[config.mk]
export PLATFORM = sky130hd
export DESIGN_NAME = swt_timer
export DESIGN_NICKNAME = d
export VERILOG_FILES = /design/src/core/swt_timer.v /design/src/core/swt_half.v
export VERILOG_INCLUDE_DIRS = /design/src /design/src/core
export SDC_FILE = /design/constraint.sdc
export NUM_CORES = 1
export LEC_CHECK = 0
export BUFFER_PORTS_ARGS = -buffer_cell sky130_fd_sc_hd__clkbuf_2
export CAP_MARGIN = 40
export CORE_MARGIN = 5
export CORE_UTILIZATION = 30
export DETAILED_ROUTE_END_ITERATION = 7
export GPL_TIMING_DRIVEN = 0
export HOLD_SLACK_MARGIN = 0.05
export PLACE_DENSITY = 0.54
export SYNTH_ARGS = -nofsm -noshare
export SYNTH_HDL_FRONTEND = slang
export SYNTH_SLANG_ARGS = --single-unit
[constraint.sdc]
create_clock -name clk_i -period 2.7 [get_ports clk_i]
set_input_delay 0.27 -clock clk_i [delete_from_list [all_inputs] [get_ports clk_i]]
set_output_delay 0.27 -clock clk_i [all_outputs]
set_load 0.1 [all_outputs]
[src/core/swt_defs.vh]
`ifndef SWT_DEFS_VH
`define SWT_DEFS_VH

// ----------------------------------------
// register addresses in the sfr space
// ----------------------------------------
`define SWT_ADDR_CONTROL 8'hb9
`define SWT_ADDR_RELOAD_LOW 8'hca
`define SWT_ADDR_RELOAD_HIGH 8'hcb
`define SWT_ADDR_COUNT_LOW 8'hcc
`define SWT_ADDR_COUNT_HIGH 8'hcd

// ----------------------------------------
// control register fields
// ----------------------------------------
`define SWT_BIT_HIGH_FLAG 7
`define SWT_BIT_LOW_FLAG 6
`define SWT_BIT_LOW_IRQ_EN 5
`define SWT_BIT_SPLIT 4
`define SWT_BIT_HIGH_CAP 3
`define SWT_BIT_LOW_CAP 2
`define SWT_BIT_HIGH_RUN 1
`define SWT_BIT_LOW_RUN 0

// ----------------------------------------
// reset values
// ----------------------------------------
`define SWT_RST_CONTROL 8'h00
`define SWT_RST_RELOAD 8'h00
`define SWT_RST_COUNT 8'h00

`endif

[src/core/swt_timer.v]
`include "swt_defs.vh"

module swt_timer #(
	parameter WIDTH = 8
) (
	input wire clk_i,
	input wire rst_n_i,
	input wire [7:0] sfr_addr_i,
	input wire sfr_wr_i,
	input wire [7:0] sfr_wdata_i,
	input wire cap_low_i,
	input wire cap_high_i,
	output reg [7:0] sfr_rdata_o,
	output reg irq_o
);

	// ----------------------------------------
	// control and reload storage
	// ----------------------------------------
	reg [7:0] control;
	reg [WIDTH-1:0] reload_low;
	reg [WIDTH-1:0] reload_high;
	reg [7:0] next_control;
	reg [WIDTH-1:0] next_reload_low;
	reg [WIDTH-1:0] next_reload_high;

	wire high_flag = control[`SWT_BIT_HIGH_FLAG];
	wire low_flag = control[`SWT_BIT_LOW_FLAG];
	wire low_irq_en = control[`SWT_BIT_LOW_IRQ_EN];
	wire split = control[`SWT_BIT_SPLIT];
	wire high_cap_sel = control[`SWT_BIT_HIGH_CAP];
	wire low_cap_sel = control[`SWT_BIT_LOW_CAP];
	wire high_run = control[`SWT_BIT_HIGH_RUN];
	wire low_run = control[`SWT_BIT_LOW_RUN];

	// ----------------------------------------
	// low capture pin: two-stage sync and edge
	// ----------------------------------------
	reg cap_low_s1;
	reg cap_low_s2;
	reg cap_low_d;

	always @(posedge clk_i)
	begin
		if (!rst_n_i)
		begin
			cap_low_s1 <= 1'b0;
			cap_low_s2 <= 1'b0;
			cap_low_d <= 1'b0;
		end
		else
		begin
			cap_low_s1 <= cap_low_i;
			cap_low_s2 <= cap_low_s1;
			cap_low_d <= cap_low_s2;
		end
	end

	// rising edge of the pin is the event
	wire cap_low_edge = cap_low_s2 & ~cap_low_d;

	// ----------------------------------------
	// high capture pin: two-stage sync and edge
	// ----------------------------------------
	reg cap_high_s1;
	reg cap_high_s2;
	reg cap_high_d;

	always @(posedge clk_i)
	begin
		if (!rst_n_i)
		begin
			cap_high_s1 <= 1'b0;
			cap_high_s2 <= 1'b0;
			cap_high_d <= 1'b0;
		end
		else
		begin
			cap_high_s1 <= cap_high_i;
			cap_high_s2 <= cap_high_s1;
			cap_high_d <= cap_high_s2;
		end
	end

	// rising edge of the pin is the event
	wire cap_high_edge = cap_high_s2 & ~cap_high_d;

	// ----------------------------------------
	// mode decode
	// ----------------------------------------
	wire wide = ~split;
	wire low_cap_mode = low_cap_sel;
	wire high_cap_mode = split ? high_cap_sel : low_cap_sel;
	wire run_l = low_run;
	wire run_h_split = high_run;

	// ----------------------------------------
	// software write strobes
	// ----------------------------------------
	wire wr_control = sfr_wr_i & (sfr_addr_i == `SWT_ADDR_CONTROL);
	wire wr_rel_low = sfr_wr_i & (sfr_addr_i == `SWT_ADDR_RELOAD_LOW);
	wire wr_rel_high = sfr_wr_i & (sfr_addr_i == `SWT_ADDR_RELOAD_HIGH);
	wire wr_cnt_low = sfr_wr_i & (sfr_addr_i == `SWT_ADDR_COUNT_LOW);
	wire wr_cnt_high = sfr_wr_i & (sfr_addr_i == `SWT_ADDR_COUNT_HIGH);

	// ----------------------------------------
	// the two counting halves
	// ----------------------------------------
	wire [WIDTH-1:0] cnt_low;
	wire [WIDTH-1:0] cnt_high;
	wire ovf_low;
	wire ovf_high;
	wire full_low;
	wire full_high;

	wire inc_low = run_l;
	wire inc_high = split ? run_h_split : (run_l & ovf_low);
	// wide timer mode: low byte wraps to zero unless the whole word rolls
	wire rel_en_low = ~low_cap_mode & (split | full_high);
	wire rel_en_high = ~high_cap_mode;

	swt_half #(
		.WIDTH(WIDTH)
	) u_low (
		.clk_i(clk_i),
		.rst_n_i(rst_n_i),
		.inc_i(inc_low),
		.wr_i(wr_cnt_low),
		.wdata_i(sfr_wdata_i[WIDTH-1:0]),
		.rel_en_i(rel_en_low),
		.rel_i(reload_low),
		.cnt_o(cnt_low),
		.ovf_o(ovf_low),
		.full_o(full_low)
	);

	swt_half #(
		.WIDTH(WIDTH)
	) u_high (
		.clk_i(clk_i),
		.rst_n_i(rst_n_i),
		.inc_i(inc_high),
		.wr_i(wr_cnt_high),
		.wdata_i(sfr_wdata_i[WIDTH-1:0]),
		.rel_en_i(rel_en_high),
		.rel_i(reload_high),
		.cnt_o(cnt_high),
		.ovf_o(ovf_high),
		.full_o(full_high)
	);

	// ----------------------------------------
	// capture and flag events
	// ----------------------------------------
	// wide mode: one capture source serves both halves
	wire cap_evt_low = low_cap_mode & cap_low_edge;
	wire cap_evt_high = split ? (high_cap_mode & cap_high_edge)
		: (low_cap_mode & cap_low_edge);

	reg set_high_flag;
	reg set_low_flag;

	always @*
	begin
		set_high_flag = 1'b0;
		set_low_flag = 1'b0;
		if (split)
		begin
			set_high_flag = cap_evt_high | (ovf_high & ~high_cap_mode);
			set_low_flag = cap_evt_low | (ovf_low & ~low_cap_mode);
		end
		else if (low_cap_mode)
		begin
			set_high_flag = cap_evt_high;
			set_low_flag = ovf_high;
		end
		else
		begin
			set_high_flag = ovf_high;
			set_low_flag = ovf_low;
		end
	end

	// ----------------------------------------
	// control register: software writes and flag sets
	// ----------------------------------------
	always @*
	begin
		next_control = control;
		if (wr_control)
		begin
			next_control = sfr_wdata_i;
		end
		// hardware only ever sets; set wins over a clearing write
		next_control[`SWT_BIT_HIGH_FLAG] =
			next_control[`SWT_BIT_HIGH_FLAG] | set_high_flag;
		next_control[`SWT_BIT_LOW_FLAG] =
			next_control[`SWT_BIT_LOW_FLAG] | set_low_flag;
	end

	// ----------------------------------------
	// reload bytes: software writes and captures
	// ----------------------------------------
	// capture beats a same-cycle software write
	always @*
	begin
		next_reload_low = reload_low;
		next_reload_high = reload_high;
		if (wr_rel_low)
		begin
			next_reload_low = sfr_wdata_i[WIDTH-1:0];
		end
		if (wr_rel_high)
		begin
			next_reload_high = sfr_wdata_i[WIDTH-1:0];
		end
		if (split)
		begin
			if (cap_evt_low)
			begin
				next_reload_low = cnt_low;
			end
			if (cap_evt_high)
			begin
				next_reload_high = cnt_high;
			end
		end
		else if (cap_evt_high)
		begin
			next_reload_low = cnt_low;
			next_reload_high = cnt_high;
		end
	end

	// ----------------------------------------
	// state registers
	// ----------------------------------------
	always @(posedge clk_i)
	begin
		if (!rst_n_i)
		begin
			control <= `SWT_RST_CONTROL;
		end
		else
		begin
			control <= next_control;
		end
	end

	always @(posedge clk_i)
	begin
		if (!rst_n_i)
		begin
			reload_low <= `SWT_RST_RELOAD;
		end
		else
		begin
			reload_low <= next_reload_low;
		end
	end

	always @(posedge clk_i)
	begin
		if (!rst_n_i)
		begin
			reload_high <= `SWT_RST_RELOAD;
		end
		else
		begin
			reload_high <= next_reload_high;
		end
	end

	// ----------------------------------------
	// read data
	// ----------------------------------------
	reg [7:0] next_rdata;

	always @*
	begin
		next_rdata = 8'h00;
		case (sfr_addr_i)
			`SWT_ADDR_CONTROL: next_rdata = control;
			`SWT_ADDR_RELOAD_LOW: next_rdata = reload_low;
			`SWT_ADDR_RELOAD_HIGH: next_rdata = reload_high;
			`SWT_ADDR_COUNT_LOW: next_rdata = cnt_low;
			`SWT_ADDR_COUNT_HIGH: next_rdata = cnt_high;
			default: next_rdata = 8'h00;
		endcase
	end

	always @(posedge clk_i)
	begin
		if (!rst_n_i)
		begin
			sfr_rdata_o <= 8'h00;
		end
		else
		begin
			sfr_rdata_o <= next_rdata;
		end
	end

	// ----------------------------------------
	// interrupt request
	// ----------------------------------------
	// taken from the next flag state so irq rises with its flag
	wire next_irq = next_control[`SWT_BIT_HIGH_FLAG]
		| (next_control[`SWT_BIT_LOW_FLAG]
		& next_control[`SWT_BIT_LOW_IRQ_EN]);

	always @(posedge clk_i)
	begin
		if (!rst_n_i)
		begin
			irq_o <= 1'b0;
		end
		else
		begin
			irq_o <= next_irq;
		end
	end

endmodule // swt_timer

[src/core/swt_half.v]
// ----------------------------------------
// one counting half of the timer
// ----------------------------------------
module swt_half #(
	parameter WIDTH = 8
) (
	input wire clk_i,
	input wire rst_n_i,
	input wire inc_i,
	input wire wr_i,
	input wire [WIDTH-1:0] wdata_i,
	input wire rel_en_i,
	input wire [WIDTH-1:0] rel_i,
	output reg [WIDTH-1:0] cnt_o,
	output wire ovf_o,
	output wire full_o
);

	reg [WIDTH-1:0] next_cnt;

	assign full_o = &cnt_o;
	assign ovf_o = inc_i & full_o;

	always @*
	begin
		next_cnt = cnt_o;
		if (wr_i)
		begin
			next_cnt = wdata_i;
		end
		else if (ovf_o)
		begin
			next_cnt = rel_en_i ? rel_i : {WIDTH{1'b0}};
		end
		else if (inc_i)
		begin
			next_cnt = cnt_o + {{(WIDTH-1){1'b0}}, 1'b1};
		end
	end

	always @(posedge clk_i)
	begin
		if (!rst_n_i)
		begin
			cnt_o <= {WIDTH{1'b0}};
		end
		else
		begin
			cnt_o <= next_cnt;
		end
	end

endmodule // swt_half

==> flow_metrics.env <==
export IMPL_outcome="complete, no violations"
export IMPL_yosysSeqAreaShare=0.372
export IMPL_ys_top_cells_by_count="dfxtp_1 (55), nand2_1 (30), mux2i_1 (23), nor2_1 (23), a21oi_1 (21)"
export IMPL_grt_setup_unrepaired="false"
export IMPL_cpPeakStageDelay_ps=480
export IMPL_vias=2832
export IMPL_multi_input_area_mm2=0.00174
export IMPL_drt_initial_drc_count=254
export IMPL_clk_path_buf_depth=2
export IMPL_seq_area_mm2=0.00110
export IMPL_p_leak_nw=1.24
export IMPL_final_nets=391
export IMPL_hold_viol_final=0
export IMPL_synthFlopType="dfxtp_1"
export IMPL_synthTopCellsByArea="dfxtp_1 (37%), mux2i_1 (7.8%), nand2_1 (3.8%)"
export IMPL_yosys_area_top_type="dfxtp_1"
export IMPL_arrival_ps=2580
export IMPL_cts_max_level=2
export IMPL_antenna_found_initial=0
export IMPL_timing_max_transition_violations_final=0
export IMPL_fillers=1020
export IMPL_die_x_um=109
export IMPL_end_kind="flop"
export IMPL_grt_pass1_wl_um=14900
export IMPL_insertion_delay_ps=310
export IMPL_drive_gt1_frac=0.168
export IMPL_worstSetupPathType="flop to flop"
export IMPL_synth_nets=356
export IMPL_routedWlPerCell_um=18.8
export IMPL_grt_pass1_vias=2657
export IMPL_wirelength_um=9390
export IMPL_cts_root_buf="clkbuf_8"
export IMPL_die_area_mm2=0.0119
export IMPL_crit_chain="ha_1 > nand4_1 > o31ai_2 > buf_2 > o211ai_1 > a311oi_1"
export IMPL_firstDrtPassIters=5
export IMPL_overflow=0
export IMPL_async_reset_ff_frac=0
export IMPL_fin_util=0.348
export IMPL_cts_clk_slew_worst_paths_ps=100
export IMPL_grt_util_all_layers=0.163
export IMPL_relSlewSlack=0.466
export IMPL_via_per_inst=5.65
export IMPL_setup_viol=0
export IMPL_drv_cap=0
export IMPL_grt_max_degree=16
export IMPL_synth_warnings=0
export IMPL_start_util=0.306
export IMPL_cp_start_kind="flop"
export IMPL_fin_tns_setup_ps=0
export IMPL_power_total_mw=1.45
export IMPL_powerDensity_mw_per_mm2=429
export IMPL_synth_top_cell_area_share=0.372
export IMPL_gp_congestion=0.832
export IMPL_route_met3_wl_um=512
export IMPL_synth_area_mm2=0.00296
export IMPL_area_growth_pct=14.0
export IMPL_met2_length_um=4190
export IMPL_cts_buffers=5
export IMPL_finalCritPeriodShare=0.881
export IMPL_ios=30
export IMPL_worstPathRequired_ps=2910
export IMPL_row_count=36
export IMPL_cts_num_sinks=55
export IMPL_drcViolationCount=0
export IMPL_hold_slack_ps=158
export IMPL_syn_inst=333
export IMPL_met1_length_um=4440
export IMPL_fin_crit_ps=2380
export IMPL_n_antenna_cell=0
export IMPL_syn_avg_cell_area_um2=8.89
export IMPL_synth_ff_latch_count=55
export IMPL_tightest_slew_ps=778
export IMPL_die_y_um=109
export IMPL_synth_edf_count=0
export IMPL_fmax_mhz=420
export IMPL_ir_drop_mv=0.219
export IMPL_cp_slowest_cell="dfxtp_1"
export IMPL_min_delay_path_class="input pin to flop"
export IMPL_ant_nets=0
export IMPL_cts_tree="built"
export IMPL_top_layer_used="met4"
export IMPL_dp_hpwl_um=6850
export IMPL_fin_worst_skew_ps=5.95
export IMPL_synth_distinct_cells=56
export IMPL_cp_max_fo=10
export IMPL_yosysMostFrequentCell="dfxtp_1"
export IMPL_port_buffers=28
export IMPL_core_area_mm2=0.00968
-- cells in the final DEF (no fill, tap or decap), types with 4 or more instances in the layout --
master	synthesis	layout
a211oi_1	8	8
a21oi_1	21	21
a22oi_1	13	13
a31oi_1	7	7
and2_1	6	6
and3_1	4	4
and4_1	4	4
buf_2	9	9
clkbuf_1	12	13
clkbuf_2	0	28
clkbuf_8	0	5
dfxtp_1	55	55
mux2i_1	23	23
nand2_1	30	30
nand3_1	17	17
nor2_1	23	23
o211ai_1	4	4
o21ai_0	20	20
o31ai_1	9	8
o32ai_1	6	6
xor2_1	5	5
-- logic make-up after synthesis --
group                      Yosys count  share of synthesized area
AOI/OAI and AO/OA                  110                      0.261
muxes                               25                     0.0854
and+or+nand+nor                    108                      0.210
adders and majority gates            2                    0.00846
xor gates and xnor gates             7                     0.0207
buffers and inverters               26                     0.0423
DFF                                 55                      0.372
-- worst max-delay path: cells and delay by family, from the launching register on --
family | cells | cell delay [ps]
AO/OA/AOI/OAI | 3 | 860
flip-flops | 1 | 480
adder cells (fa/ha/maj) | 1 | 330
buffers and inverters | 1 | 310
AND/OR/NAND/NOR | 1 | 300
-- power by group --
group | switching, mW | internal, mW | leakage [nW] | total [mW]
sequential | 0.00235 | 0.815 | 0.444 | 0.818
clock | 0.273 | 0.273 | 0.0513 | 0.546
combinational | 0.0566 | 0.0274 | 0.744 | 0.0839
-- sequential cells by signal, indices dropped and copies added (netlist names) --
signal / flops
cap_low_s2: 1
reload_high: 8
u_high.cnt_o: 8
control: 8
sfr_rdata_o: 8
irq_o: 1
cap_high_s1: 1
cap_low_d: 1
cap_high_s2: 1
reload_low: 8
cap_high_d: 1
cap_low_s1: 1
u_low.cnt_o: 8
-- worst paths after layout --
kind | startpoint | end | slack, ps | depth (start not counted)
max | u_low.cnt_o[0]$_SDFFE_PN0P_ | u_high.cnt_o[5]$_SDFFE_PN0P_ | 320 | 6
min | cap_low_i | cap_low_s1$_SDFF_PN0_ | 160 | 2
max reg2reg | u_low.cnt_o[0]$_SDFFE_PN0P_ | u_high.cnt_o[5]$_SDFFE_PN0P_ | 320 | 6
min reg2reg | cap_low_s1$_SDFF_PN0_ | cap_low_s2$_SDFF_PN0_ | 440 | 1
-- per-layer routing --
layer / vias up / global-route usage
met2: 113 / 0.251
met4: 0 / 0.0508
li1: 1341 / -
met3: 23 / 0.0288
met1: 1355 / 0.232
met5: - / 0
-- what timing repair did --
| action | 4_1_cts | 5_1_grt |
|---|---|---|
| buffers inserted | 0 | 0 |
| endpoints found under the setup margin | 0 | 1 |
| hold buffers | 0 | 0 |
| gates resized for setup | 0 | 1 |
-- area by class of cell --
| class | instances | share of cell area |
|---|---|---|
| Clock buffer | 6 | 0.0215 |
| Clock inverter | 1 | 0.00890 |
| Buffer | 22 | 0.0326 |
| Sequential cell | 55 | 0.326 |
| Timing Repair Buffer | 28 | 0.0415 |
| Inverter | 4 | 0.00445 |
| Multi-Input combinational cell | 252 | 0.515 |
| Tap cell | 133 | 0.0493 |
-- per-stage QoR --
step | setup WS, ps | cell area, um^2 | instances
after floorplan | 902 | 2960 | 333
after global placement | 304 | 3270 | 494
after detailed placement | 233 | 3270 | 494
after CTS | 203 | 3370 | 501
after global routing | 85.9 | 3370 | 501
final | 321 | 3370 | 501
Note: power is estimated with default switching activity, not from simulation.
